## src/design/dsa_defs.svh

```systemverilog
// constants shared by the converter end and the controller end
`ifndef DSA_DEFS_SVH
`define DSA_DEFS_SVH

// --------------------------------------------------------------
// conversion timing in converter clock periods, plus clock rate and digit count
// --------------------------------------------------------------
`define DSA_CONV_CLK_HZ 120000
`define DSA_INTEG_CYCLES 10000
`define DSA_CYCLE_CYCLES 40002
`define DSA_FULL_COUNT 20000
`define DSA_UNDER_COUNT 1800
`define DSA_DIGIT_CYCLES 200
`define DSA_NUM_DIGITS 5
`define DSA_BIT_CYCLES 16

// --------------------------------------------------------------
// controller register map (byte addresses)
// --------------------------------------------------------------
`define DSA_ADDR_CTRL 8'h00
`define DSA_ADDR_CMD 8'h04
`define DSA_ADDR_STATUS 8'h08
`define DSA_ADDR_MASK 8'h0C
`define DSA_ADDR_RESULT 8'h10
`define DSA_ADDR_WORDS_LO 8'h14
`define DSA_ADDR_WORDS_HI 8'h18

// --------------------------------------------------------------
// field positions, reset values and response codes
// --------------------------------------------------------------
`define DSA_CTRL_RUN 0
`define DSA_CTRL_MUX 1
`define DSA_CTRL_TX 2
`define DSA_CTRL_RESET 3'h6
`define DSA_CMD_START 0
`define DSA_ST_DONE 0
`define DSA_ST_OVER 1
`define DSA_ST_UNDER 2
`define DSA_ST_OVERRUN 3
`define DSA_RESP_OKAY 2'h0
`define DSA_RESP_SLVERR 2'h2

`endif

```

## src/design/dsa_pkg.sv

```systemverilog
// types shared by both ends of the converter link
package dsa_pkg;
  typedef enum logic [1:0] {
    ST_AUTO_ZERO,
    ST_INTEGRATE,
    ST_DEINTEGRATE
  } dsa_state_e;
  typedef logic [3:0] dsa_bcd_t;
  typedef logic [7:0] dsa_word_t;
endpackage

```

## src/design/dsa_link_if.sv

```systemverilog
// digit output link between the converter and its controller
`timescale 1ns/1ps
interface dsa_link_if;
  logic [4:0] digit_drive;
  logic [3:0] bcd;
  logic strobe;
  logic polarity;
  logic overrange;
  logic underrange;
  logic busy;
  logic run_hold;

  modport conv (
    output digit_drive,
    output bcd,
    output strobe,
    output polarity,
    output overrange,
    output underrange,
    output busy,
    input run_hold
  );
  modport ctrl (
    input digit_drive,
    input bcd,
    input strobe,
    input polarity,
    input overrange,
    input underrange,
    input busy,
    output run_hold
  );
endinterface

```

## src/design/dsa_ctrl.sv

```systemverilog
// controller end: axi4-lite registers, word capture, serial sender
//
// Function
// - converter runs only from the supplied clock
// - signal integrate lasts ten thousand clocks
// - full conversion cycle is 40002 clocks
// - result count is 10000 times vin/vref
// - four bcd digits, half digit, polarity, overrange
// - overrange blinks blank and zero, switching at deintegrate
// - word is digit_drive[3:0] high, bcd low
// - polarity goes out through the parity select
// - received word starts measurement; busy clears ready
// - each strobe loads and sends one word
// - flags replace the top word's unused weights
// - each word finishes before the next strobe
// - parity setting captured when a word loads
// - processor bus gets flags in top word
// - controller starts or holds with run/hold
// - display driver blanks all five digits on alternate overrange cycles
// - top digit drive stays on when the half digit is zero
// - counter idles first deintegrate clock
`timescale 1ns/1ps
`include "dsa_defs.svh"
module dsa_ctrl
  import dsa_pkg::*;
#(
  parameter int BIT_CYCLES = `DSA_BIT_CYCLES
)(
  input wire logic aclk,
  input wire logic aresetn,
  dsa_link_if.ctrl link,
  input wire logic [7:0] s_axi_awaddr,
  input wire logic s_axi_awvalid,
  output logic s_axi_awready,
  input wire logic [31:0] s_axi_wdata,
  input wire logic [3:0] s_axi_wstrb,
  input wire logic s_axi_wvalid,
  output logic s_axi_wready,
  output logic [1:0] s_axi_bresp,
  output logic s_axi_bvalid,
  input wire logic s_axi_bready,
  input wire logic [7:0] s_axi_araddr,
  input wire logic s_axi_arvalid,
  output logic s_axi_arready,
  output logic [31:0] s_axi_rdata,
  output logic [1:0] s_axi_rresp,
  output logic s_axi_rvalid,
  input wire logic s_axi_rready,
  output logic irq,
  output logic serial_out
);
  // ------------------------------------------------------------
  // write channel: address and data taken in either order
  // ------------------------------------------------------------
  logic aw_hold_r, w_hold_r, bvalid_r;
  logic [7:0] awaddr_r;
  logic [3:0] wlo_r;
  logic wstrb0_r;
  logic [1:0] bresp_r;

  assign s_axi_awready = !aw_hold_r && !bvalid_r;
  assign s_axi_wready = !w_hold_r && !bvalid_r;
  wire aw_take = s_axi_awvalid && s_axi_awready;
  wire w_take = s_axi_wvalid && s_axi_wready;
  wire wr_fire = aw_hold_r && w_hold_r && !bvalid_r;

  wire wr_ctrl = awaddr_r == `DSA_ADDR_CTRL;
  wire wr_cmd = awaddr_r == `DSA_ADDR_CMD;
  wire wr_mask = awaddr_r == `DSA_ADDR_MASK;
  wire wr_ro = awaddr_r == `DSA_ADDR_STATUS ||
    awaddr_r == `DSA_ADDR_RESULT || awaddr_r == `DSA_ADDR_WORDS_LO ||
    awaddr_r == `DSA_ADDR_WORDS_HI;
  wire wr_ok = wr_ctrl || wr_cmd || wr_mask || wr_ro;
  wire wr_en = wr_fire && wstrb0_r;

  always_ff @(posedge aclk) begin
    if (!aresetn) begin
      aw_hold_r <= 1'b0;
      w_hold_r <= 1'b0;
      bvalid_r <= 1'b0;
      awaddr_r <= 8'h00;
      wlo_r <= 4'h0;
      wstrb0_r <= 1'b0;
      bresp_r <= `DSA_RESP_OKAY;
    end else begin
      if (aw_take) begin
        aw_hold_r <= 1'b1;
        awaddr_r <= s_axi_awaddr;
      end
      if (w_take) begin
        w_hold_r <= 1'b1;
        wlo_r <= s_axi_wdata[3:0];
        wstrb0_r <= s_axi_wstrb[0];
      end
      if (wr_fire) begin
        aw_hold_r <= 1'b0;
        w_hold_r <= 1'b0;
        bvalid_r <= 1'b1;
        bresp_r <= wr_ok ? `DSA_RESP_OKAY : `DSA_RESP_SLVERR;
      end else if (s_axi_bready) begin
        bvalid_r <= 1'b0;
      end
    end
  end
  assign s_axi_bvalid = bvalid_r;
  assign s_axi_bresp = bresp_r;

  // ------------------------------------------------------------
  // control, mask and measurement start
  // ------------------------------------------------------------
  logic [2:0] ctrl_r;
  logic [3:0] mask_r;
  logic ready_r, busy_q_r, run_hold_r;
  wire start = wr_en && wr_cmd && wlo_r[`DSA_CMD_START];
  wire busy_rise = link.busy && !busy_q_r;
  // a new start word wins over the busy edge that would clear it
  wire ready_nxt = start || (ready_r && !busy_rise);

  always_ff @(posedge aclk) begin
    if (!aresetn) begin
      ctrl_r <= `DSA_CTRL_RESET;
      mask_r <= 4'h0;
      ready_r <= 1'b0;
      busy_q_r <= 1'b0;
      run_hold_r <= 1'b0;
    end else begin
      if (wr_en && wr_ctrl) ctrl_r <= wlo_r[2:0];
      if (wr_en && wr_mask) mask_r <= wlo_r;
      ready_r <= ready_nxt;
      busy_q_r <= link.busy;
      run_hold_r <= ctrl_r[`DSA_CTRL_RUN] || ready_nxt;
    end
  end
  assign link.run_hold = run_hold_r;

  // ------------------------------------------------------------
  // word capture on each strobe
  // ------------------------------------------------------------
  logic [2:0] idx_r;
  logic [4:0][7:0] words_r;
  wire top = idx_r == 3'h0;
  // top digit weights two, four and eight are always zero
  wire [3:0] bcd_sel = (top && ctrl_r[`DSA_CTRL_MUX]) ?
    {link.underrange, link.overrange, link.polarity, link.bcd[0]} :
    link.bcd;
  wire dsa_word_t word_cur = {link.digit_drive[3:0], bcd_sel};
  wire last = link.strobe && idx_r == 3'h4;

  always_ff @(posedge aclk) begin
    if (!aresetn) begin
      idx_r <= 3'h0;
      words_r <= '0;
    end else if (busy_rise) begin
      idx_r <= 3'h0;
    end else if (link.strobe) begin
      words_r[idx_r] <= word_cur;
      idx_r <= last ? 3'h0 : idx_r + 3'h1;
    end
  end

  // ------------------------------------------------------------
  // serial sender
  // ------------------------------------------------------------
  logic tx_busy;
  wire tx_load = link.strobe && ctrl_r[`DSA_CTRL_TX];
  wire overrun = tx_load && tx_busy;

  dsa_uart_tx #(
    .BIT_CYCLES(BIT_CYCLES)
  ) u_tx (
    .aclk(aclk),
    .aresetn(aresetn),
    .load(tx_load),
    .data(word_cur),
    .even_parity_select(link.polarity),
    .busy(tx_busy),
    .serial_out(serial_out)
  );

  // ------------------------------------------------------------
  // sticky status, cleared by reading it; set wins
  // ------------------------------------------------------------
  logic [3:0] status_r;
  wire [3:0] events = {overrun, last && link.underrange,
    last && link.overrange, last};
  wire rd_status = s_axi_arvalid && s_axi_arready &&
    s_axi_araddr == `DSA_ADDR_STATUS;
  always_ff @(posedge aclk) begin
    if (!aresetn) status_r <= 4'h0;
    else status_r <= (rd_status ? 4'h0 : status_r) | events;
  end
  assign irq = |(status_r & mask_r);

  // ------------------------------------------------------------
  // read channel
  // ------------------------------------------------------------
  logic rvalid_r;
  logic [31:0] rdata_r;
  logic [1:0] rresp_r;
  assign s_axi_arready = !rvalid_r;
  wire ar_take = s_axi_arvalid && s_axi_arready;
  wire [7:0] ra = s_axi_araddr;
  wire rd_ctrl = ra == `DSA_ADDR_CTRL;
  wire rd_cmd = ra == `DSA_ADDR_CMD;
  wire rd_stat = ra == `DSA_ADDR_STATUS;
  wire rd_mask = ra == `DSA_ADDR_MASK;
  wire rd_res = ra == `DSA_ADDR_RESULT;
  wire rd_wlo = ra == `DSA_ADDR_WORDS_LO;
  wire rd_whi = ra == `DSA_ADDR_WORDS_HI;
  wire rd_ok = rd_ctrl || rd_cmd || rd_stat || rd_mask || rd_res ||
    rd_wlo || rd_whi;
  wire [31:0] res_word = {8'h00, link.busy, link.underrange,
    link.overrange, link.polarity, words_r[0][3:0], words_r[1][3:0],
    words_r[2][3:0], words_r[3][3:0], words_r[4][3:0]};
  wire [31:0] rd_data =
    rd_ctrl ? {29'h0000_0000, ctrl_r} :
    rd_cmd ? {31'h0000_0000, ready_r} :
    rd_stat ? {28'h000_0000, status_r} :
    rd_mask ? {28'h000_0000, mask_r} :
    rd_res ? res_word :
    rd_wlo ? {words_r[3], words_r[2], words_r[1], words_r[0]} :
    rd_whi ? {24'h00_0000, words_r[4]} : 32'h0000_0000;

  always_ff @(posedge aclk) begin
    if (!aresetn) begin
      rvalid_r <= 1'b0;
      rdata_r <= 32'h0000_0000;
      rresp_r <= `DSA_RESP_OKAY;
    end else if (ar_take) begin
      rvalid_r <= 1'b1;
      rdata_r <= rd_data;
      rresp_r <= rd_ok ? `DSA_RESP_OKAY : `DSA_RESP_SLVERR;
    end else if (s_axi_rready) begin
      rvalid_r <= 1'b0;
    end
  end
  assign s_axi_rvalid = rvalid_r;
  assign s_axi_rdata = rdata_r;
  assign s_axi_rresp = rresp_r;
endmodule

```

## src/design/dsa_uart_tx.sv

```systemverilog
// serial word transmitter with parity captured at load
`timescale 1ns/1ps
`include "dsa_defs.svh"
module dsa_uart_tx
  import dsa_pkg::*;
#(
  parameter int BIT_CYCLES = `DSA_BIT_CYCLES
)(
  input wire logic aclk,
  input wire logic aresetn,
  input wire logic load,
  input wire dsa_word_t data,
  input wire logic even_parity_select,
  output logic busy,
  output logic serial_out
);
  // ------------------------------------------------------------
  // frame: start, 8 data lsb first, parity, stop
  // ------------------------------------------------------------
  logic [10:0] shift_r;
  logic [3:0] bits_r;
  logic [15:0] tmr_r;
  logic out_r;

  wire parity_bit = even_parity_select ? ^data : ~^data;
  wire take = load && bits_r == 4'h0;
  wire bit_end = tmr_r == 16'(BIT_CYCLES - 1);

  always_ff @(posedge aclk) begin
    if (!aresetn) begin
      shift_r <= 11'h7FF;
      bits_r <= 4'h0;
      tmr_r <= 16'h0000;
      out_r <= 1'b1;
    end else if (take) begin
      // parity select is frozen here for the whole word
      shift_r <= {1'b1, parity_bit, data, 1'b0};
      bits_r <= 4'hB;
      tmr_r <= 16'h0000;
      out_r <= 1'b0;
    end else if (bits_r != 4'h0) begin
      if (bit_end) begin
        tmr_r <= 16'h0000;
        bits_r <= bits_r - 4'h1;
        shift_r <= {1'b1, shift_r[10:1]};
        out_r <= (bits_r == 4'h1) ? 1'b1 : shift_r[1];
      end else begin
        tmr_r <= tmr_r + 16'h0001;
      end
    end
  end

  assign busy = bits_r != 4'h0;
  assign serial_out = out_r;
endmodule

```

## src/flat_wrapper.sv

```systemverilog
// flat-port wrapper written by rule: the top's interface ports become plain ports
module dsa_ctrl_flat import dsa_pkg::*;
#(
  parameter int BIT_CYCLES = `DSA_BIT_CYCLES
)
  (aclk, aresetn, s_axi_awaddr, s_axi_awvalid, s_axi_awready, s_axi_wdata, s_axi_wstrb, s_axi_wvalid, s_axi_wready, s_axi_bresp, s_axi_bvalid, s_axi_bready, s_axi_araddr, s_axi_arvalid, s_axi_arready, s_axi_rdata, s_axi_rresp, s_axi_rvalid, s_axi_rready, irq, serial_out, link_digit_drive, link_bcd, link_strobe, link_polarity, link_overrange, link_underrange, link_busy, link_run_hold);
  dsa_link_if link_i ();
  input wire logic aclk;
  input wire logic aresetn;
  input wire logic [7:0] s_axi_awaddr;
  input wire logic s_axi_awvalid;
  output logic s_axi_awready;
  input wire logic [31:0] s_axi_wdata;
  input wire logic [3:0] s_axi_wstrb;
  input wire logic s_axi_wvalid;
  output logic s_axi_wready;
  output logic [1:0] s_axi_bresp;
  output logic s_axi_bvalid;
  input wire logic s_axi_bready;
  input wire logic [7:0] s_axi_araddr;
  input wire logic s_axi_arvalid;
  output logic s_axi_arready;
  output logic [31:0] s_axi_rdata;
  output logic [1:0] s_axi_rresp;
  output logic s_axi_rvalid;
  input wire logic s_axi_rready;
  output logic irq;
  output logic serial_out;
  input wire logic [$bits(link_i.digit_drive)-1:0] link_digit_drive;
  input wire logic [$bits(link_i.bcd)-1:0] link_bcd;
  input wire logic [$bits(link_i.strobe)-1:0] link_strobe;
  input wire logic [$bits(link_i.polarity)-1:0] link_polarity;
  input wire logic [$bits(link_i.overrange)-1:0] link_overrange;
  input wire logic [$bits(link_i.underrange)-1:0] link_underrange;
  input wire logic [$bits(link_i.busy)-1:0] link_busy;
  output wire logic [$bits(link_i.run_hold)-1:0] link_run_hold;
  assign link_i.digit_drive = link_digit_drive;
  assign link_i.bcd = link_bcd;
  assign link_i.strobe = link_strobe;
  assign link_i.polarity = link_polarity;
  assign link_i.overrange = link_overrange;
  assign link_i.underrange = link_underrange;
  assign link_i.busy = link_busy;
  assign link_run_hold = link_i.run_hold;
  dsa_ctrl #(.BIT_CYCLES(BIT_CYCLES)) u_core (.aclk(aclk), .aresetn(aresetn), .link(link_i), .s_axi_awaddr(s_axi_awaddr), .s_axi_awvalid(s_axi_awvalid), .s_axi_awready(s_axi_awready), .s_axi_wdata(s_axi_wdata), .s_axi_wstrb(s_axi_wstrb), .s_axi_wvalid(s_axi_wvalid), .s_axi_wready(s_axi_wready), .s_axi_bresp(s_axi_bresp), .s_axi_bvalid(s_axi_bvalid), .s_axi_bready(s_axi_bready), .s_axi_araddr(s_axi_araddr), .s_axi_arvalid(s_axi_arvalid), .s_axi_arready(s_axi_arready), .s_axi_rdata(s_axi_rdata), .s_axi_rresp(s_axi_rresp), .s_axi_rvalid(s_axi_rvalid), .s_axi_rready(s_axi_rready), .irq(irq), .serial_out(serial_out));
endmodule
```

## config.mk

```make
export PLATFORM = sky130hd
export DESIGN_NAME = dsa_ctrl_flat
export DESIGN_NICKNAME = d
export VERILOG_FILES = /design/src/design/dsa_pkg.sv /design/src/design/dsa_link_if.sv /design/src/design/dsa_ctrl.sv /design/src/design/dsa_uart_tx.sv /design/src/flat_wrapper.sv
export VERILOG_INCLUDE_DIRS = /design/src /design/src/design
export SDC_FILE = /design/constraint.sdc
export NUM_CORES = 1
export LEC_CHECK = 0
export BUFFER_PORTS_ARGS = -buffer_cell sky130_fd_sc_hd__buf_2
export CELL_PAD_IN_SITES_DETAIL_PLACEMENT = 0
export CELL_PAD_IN_SITES_GLOBAL_PLACEMENT = 1
export CORE_MARGIN = 2
export CORE_UTILIZATION = 46
export CTS_BUF_LIST = sky130_fd_sc_hd__clkbuf_8
export DETAILED_ROUTE_END_ITERATION = 10
export PLACE_DENSITY = 0.94
export SETUP_SLACK_MARGIN = 0.5
export SLEW_MARGIN = 20
export SYNTH_ARGS = -nofsm -noshare
export SYNTH_HDL_FRONTEND = slang
export SYNTH_SLANG_ARGS = --single-unit
```

## constraint.sdc

```tcl
create_clock -name aclk -period 6.6 [get_ports aclk]
set_input_delay 0.66 -clock aclk [delete_from_list [all_inputs] [get_ports aclk]]
set_output_delay 0.66 -clock aclk [all_outputs]
set_load 0.01 [all_outputs]
```

# After elaboration in Yosys (flattened, before gate mapping)
# Index checks and enable logic that the tools add are counted.
# classes
mux,31
n_eq_ne,15
bitwise,4
n_addsub,3
n_reduce_logical,61
magnitude_cmp,2
# op_table
op,count
two-way mux 32 bit,6
equality test 8 x 5 -> 1 bit (second input constant),6
bitwise mux 40 bit,1
equality test 8 x 4 -> 1 bit (second input constant),4
two-way mux 10 bit,3
demux 8 bit (select 3 bit),1
logical AND 1 bit,23
two-way mux 4 bit,5
adder 16 x 1 -> 16 bit (second input constant),1
equality test 16 x 4 -> 1 bit (second input constant),1
equality test 8 x 3 -> 1 bit (second input constant),2
logical NOT 8 bit,2
two-way mux 16 bit,1
two-way mux 8 bit,2
logical OR 1 bit,14
two-way mux 1 bit,9
nonzero test 2 bit,4
XNOR reduction 8 bit,1
XOR reduction 8 bit,1
logical NOT 1 bit,6
AND reduction 2 bit,3
OR reduction 2 bit,3
bitwise AND 4 bit,1
equality test 4 x 1 -> 1 bit (second input constant),1
other kinds (13),15
# word_totals
word_cells,143
output_inout_bits,44
register_bits,141
inputBits,73

# Longest topological paths before layout
# logic_depth
depth_word,8
depth_mapped,9
ltp_nobuf,7

# By module
# A second synthesis with hierarchy kept.
# unflattened
hier_cells,679
hier_area_um2,5944.5
# modules_own_cells
module,cells_per_inst,n_inst,seq_area_each_um2,area_per_inst_um2
dsa_ctrl,496,1,2162.1,4411.7
dsa_uart_tx,183,1,600.6,1532.7

# Worst setup path before layout
# Ideal clock, no wire load.
# synth_path
path_type,input -> register
from,in s_axi_araddr[7]
to,"reg u_core.rdata_r[14], in the netlist u_core.s_axi_rdata[14]"
t_arrival_ps,2230
required_time_ps,6530
setup_slack_ps,4299
setup_time_ps,70
path_stages,7
path_cell_list,or4_1 > nor3b_2 > and3_1 > clkbuf_1 > buf_2 > nand2_1 > a21oi_1
# synth_between
elab_chain_cells,7
word_cells_on_any_way,12
cone_classes,eq/ne: 5; mux: 6; reduce/logical: 1
# synth_lines
element,line,rtl
"start, declared",flat_wrapper.sv:20,input wire logic [7:0] s_axi_araddr;
equality test 8 x 5 -> 1 bit (no source line),--,
two-way mux 32 bit,dsa_ctrl.sv:221,"rd_wlo ? {words_r[3], words_r[2], words_r[1], words_r[0]} :"
two-way mux 32 bit,dsa_ctrl.sv:220,rd_res ? res_word :
two-way mux 32 bit,dsa_ctrl.sv:219,"rd_mask ? {28'h000_0000, mask_r} :"
two-way mux 32 bit,dsa_ctrl.sv:218,"rd_stat ? {28'h000_0000, status_r} :"
two-way mux 32 bit,dsa_ctrl.sv:217,"rd_cmd ? {31'h0000_0000, ready_r} :"
two-way mux 32 bit (*),dsa_ctrl.sv:216,"rd_ctrl ? {29'h0000_0000, ctrl_r} :"
"end signal, assigned",dsa_ctrl.sv:231,rdata_r <= rd_data;
"end, declared",dsa_ctrl.sv:198,logic [31:0] rdata_r;
# Every way passes the cells marked *; elsewhere a longest branch is shown, timed or not.
# A chain may end at the register's enable or synchronous reset.

# Worst setup path in the final report
# layout_path
from,in s_axi_araddr[7]
to,"reg u_core.rdata_r[27], in the netlist u_core.s_axi_rdata[27]"
# Same word-level chain as after synthesis.

==> out/qor.csv <==
stage,metric,value,unit
run_status,run status,finished clean,
sta,Fmax,386,MHz
cells_and_area,share of cells above drive strength 1,17.0,%
cells_and_area,Final #Nets,803,
clock_tree,"Reg clk slew, reported paths",0.07,ns
worst_setup_path,worst-path fanout max,24,
cells_and_area,Area Overhead vs Synth,13.9,%
sta,setup violators final,0,
pwr,power density over the cells,245,nW/um2
sta,Final TNS setup,0,ns
sta,measured slew at the worst slew-check pin,1.08,ns
worst_setup_path,Critical Path Sink Type,flip-flop,
die,Placement Rows,40,
worst_setup_path,Worst Path Required,6.97,ns
drt,DRC violation count after routing,0,
global_route,largest net degree at the start of global routing,107,
clock_tree,clk_lat worst skew,0.45,ns
sta,"Slew Viols, Final",0,
drt,drt pass-1 iters,6,
worst_setup_path,"Slowest-stage cell, CP",and3_1,
clock_tree,H-Tree Depth,4,
placement,placed insts,874,
synthesis,sequential area share after synthesis,47.7,%
synthesis,warnings from Yosys,0,
drt,Routed Wire Length,14000,um
drt,drt initial violations,337,
sta,Final Hold Viols,0,
die,Initial Utilization,47.6,%
synthesis,"EDFF count, synth",0,
worst_setup_path,CP startpoint kind,primary input,
synthesis,Post-Synthesis Cells,661,
worst_setup_path,critical path arrival,2.96,ns
pwr,Leak,2.50,nW
pwr,VDD IR max,0.173,mV
drt,WL per Instance,15.5,um
cells_and_area,ant diodes,0,
placement,number of port buffers,82,
clock_tree,TritonCTS clock tree,yes,
drt,remaining antenna violation count after routing,0,
sta,crit path time final,2.59,ns
synthesis,post-synthesis cell type count,48,
sta,Clock Skew,0.0101,ns
drt,via count,4855,
sta,unrepaired setup endpoints after global routing,no,
hold_path,Hold WC Path Type,in2reg,
synthesis,Main synth FF type,dfxtp_1,
clock_tree,Num Clock Sinks,138,
global_route,first-pass GRT wire length,22100,um
global_route,GRT overflow,0,
synthesis,Synth Area per Inst,8.76,um2
global_route,initial antenna violation count,0,
die,die width,116,um
die,I/O pin total,117,
clock_tree,TritonCTS buffer count,17,
placement,GP Congestion,0.831,
worst_setup_path,"CP delay by family, top",simple AND/OR/NAND/NOR gates,
clock_tree,Clock Path Buffers,2,
worst_setup_path,crit-path max cell delay,0.87,ns
worst_setup_path,CP Class,in2reg,
global_route,GRT Resource Usage Total,21.4,%
clock_tree,Post-CTS Setup Bufs,0,
global_route,vias in the first global route,4444,
drt,via density per instance,5.38,
clock_tree,"Hold-fix buffers, CTS",0,
clock_tree,Clock Tree Root,clkbuf_8,
synthesis,Synth Cell Area,5790,um2
sta,Max-Slew Margin vs Limit,28.1,%
clock_tree,post-cts resize count,0,
die,Die H,116,um
die,core box area,12200,um2
sta,crit share post-route,39.3,%
cells_and_area,final cell count without fillers,903,
placement,HPWL Detailed,9680,um
worst_setup_path,"Cell Chain, Critical Path",buf_2 > or4_1 > nor3b_2 > and3_1 > a22oi_1 > nor2_1,
worst_setup_path,CP Buf/Inv Count,1,
die,die area,13500,um2
synthesis,Synth Register Bits,138,
synthesis,Post-synth ARST share,0,%
run,max-cap viol count,0,
==> worst reg2reg max path: cells and delay by family (launching register included) <==
kind,cells,cell delay [ns]
buffers and inverters,1,0.08
adder cells (fa/ha/maj),1,0.18
AND/OR/NAND/NOR,5,1.71
flip-flops,1,0.34
==> per-layer routing <==
metal  track usage [%]  wire [um]  vias up
met5                 0          0        -
met4              6.90        278        0
met3              5.45        728       28
met2              34.2       6420      148
met1              28.5       6580     2272
li1                  -          -     2407
==> Yosys cell counts (5+ instances only) <==
| library cell | count | area, um2 |
|---|---|---|
| inv_1 | 12 | 45.0 |
| nand2b_1 | 6 | 37.5 |
| mux2i_1 | 53 | 531 |
| and2_1 | 5 | 31.3 |
| nand2_1 | 68 | 255 |
| xnor2_1 | 22 | 193 |
| nor2_1 | 105 | 394 |
| dfxtp_1 | 138 | 2760 |
| nor3_1 | 20 | 100 |
| a211oi_1 | 18 | 135 |
| o21ai_0 | 10 | 50.1 |
| a21oi_1 | 48 | 240 |
| nand3_1 | 17 | 85.1 |
| clkbuf_1 | 35 | 131 |
| a22oi_1 | 30 | 225 |
| and3_1 | 9 | 56.3 |
| ha_1 | 5 | 62.6 |
==> registers in the layout (all words and copies together) (netlist names), 3 cells and up <==
name,cells
u_core.s_axi_rdata,32
u_core.mask_r,4
u_core.awaddr_r,8
u_core.u_tx.shift_r,9
u_core.ctrl_r,3
u_core.wlo_r,4
u_core.words_r,20
u_core.idx_r,3
u_core.status_r,4
u_core.res_word,20
u_core.u_tx.bits_r,4
u_core.u_tx.tmr_r,16
==> placed cells by master, fill, tap and decap left out, types with 5 or more instances in the layout <==
cell type / n
buf_4: 7
a21oi_1: 48
inv_1: 14
a211oi_1: 18
nor3_1: 20
o21ai_0: 10
nand3_1: 17
nand2b_1: 6
ha_1: 5
nand2_1: 68
clkbuf_8: 19
nor2_1: 105
dfxtp_1: 138
a22oi_1: 30
xnor2_1: 22
and2_1: 5
and3_1: 9
mux2i_1: 53
buf_2: 82
==> report_power, final <==
group	internal (W)	switching, W	total [W]
logic	0.0000618	0.000102	0.000164
clock network	0.000266	0.000305	0.000572
registers	0.000861	0.0000210	0.000882
==> cells by family after synthesis <==
logic type               share of synthesized area (%)
other                                           0.0647
flip-flops                                        47.7
buffers and inverters                             4.17
adder cells (fa/ha/maj)                           1.08
multiplexers                                      9.16
AND/OR/NAND/NOR                                   20.3
XOR/XNOR                                          3.78
AO/OA/AOI/OAI                                     13.7
==> path summary, 6_finish.rpt <==
check / startpoint / to / slack, ns / cells past startpoint
min: s_axi_rready / u_core.s_axi_rvalid$_SDFFE_PN0P_ / 0.40 / 2
max: s_axi_araddr[7] / u_core.s_axi_rdata[27]$_SDFFE_PN0P_ / 4.01 / 6
min reg2reg: u_core.s_axi_rdata[7]$_SDFFE_PN0P_ / u_core.s_axi_rdata[7]$_SDFFE_PN0P_ / 0.45 / 2
max reg2reg: u_core.u_tx.bits_r[0]$_SDFFE_PN0P_ / u_core.u_tx.tmr_r[2]$_SDFFE_PP0N_ / 4.15 / 7
==> per-stage QoR <==
stage	setup WS [ns]	instance area [um2]	hold WS [ns]	total power [W]	utilization, %
6_report	4.01	6600	0.403	0.00162	54.2
2_1_floorplan	4.30	5800	0.431	0.00101	-
4_1_cts	4.06	6600	0.373	0.00163	54.2
5_1_grt	3.83	6600	0.383	0.00168	54.2
3_5_place_dp	3.57	6280	0.443	0.00106	51.6
3_3_place_gp	3.59	6280	0.437	0.00106	51.6
==> layout make-up <==
type | instances | area, um2
timing repair buffer | 89 | 463
clock buffer | 19 | 262
tap | 168 | 210
inverter | 13 | 48.8
multi-input combinational | 466 | 2790
clock inverter | 10 | 57.6
fill | 1127 | 5570
sequential | 138 | 2760
Note: power is estimated with default switching activity, not from simulation.
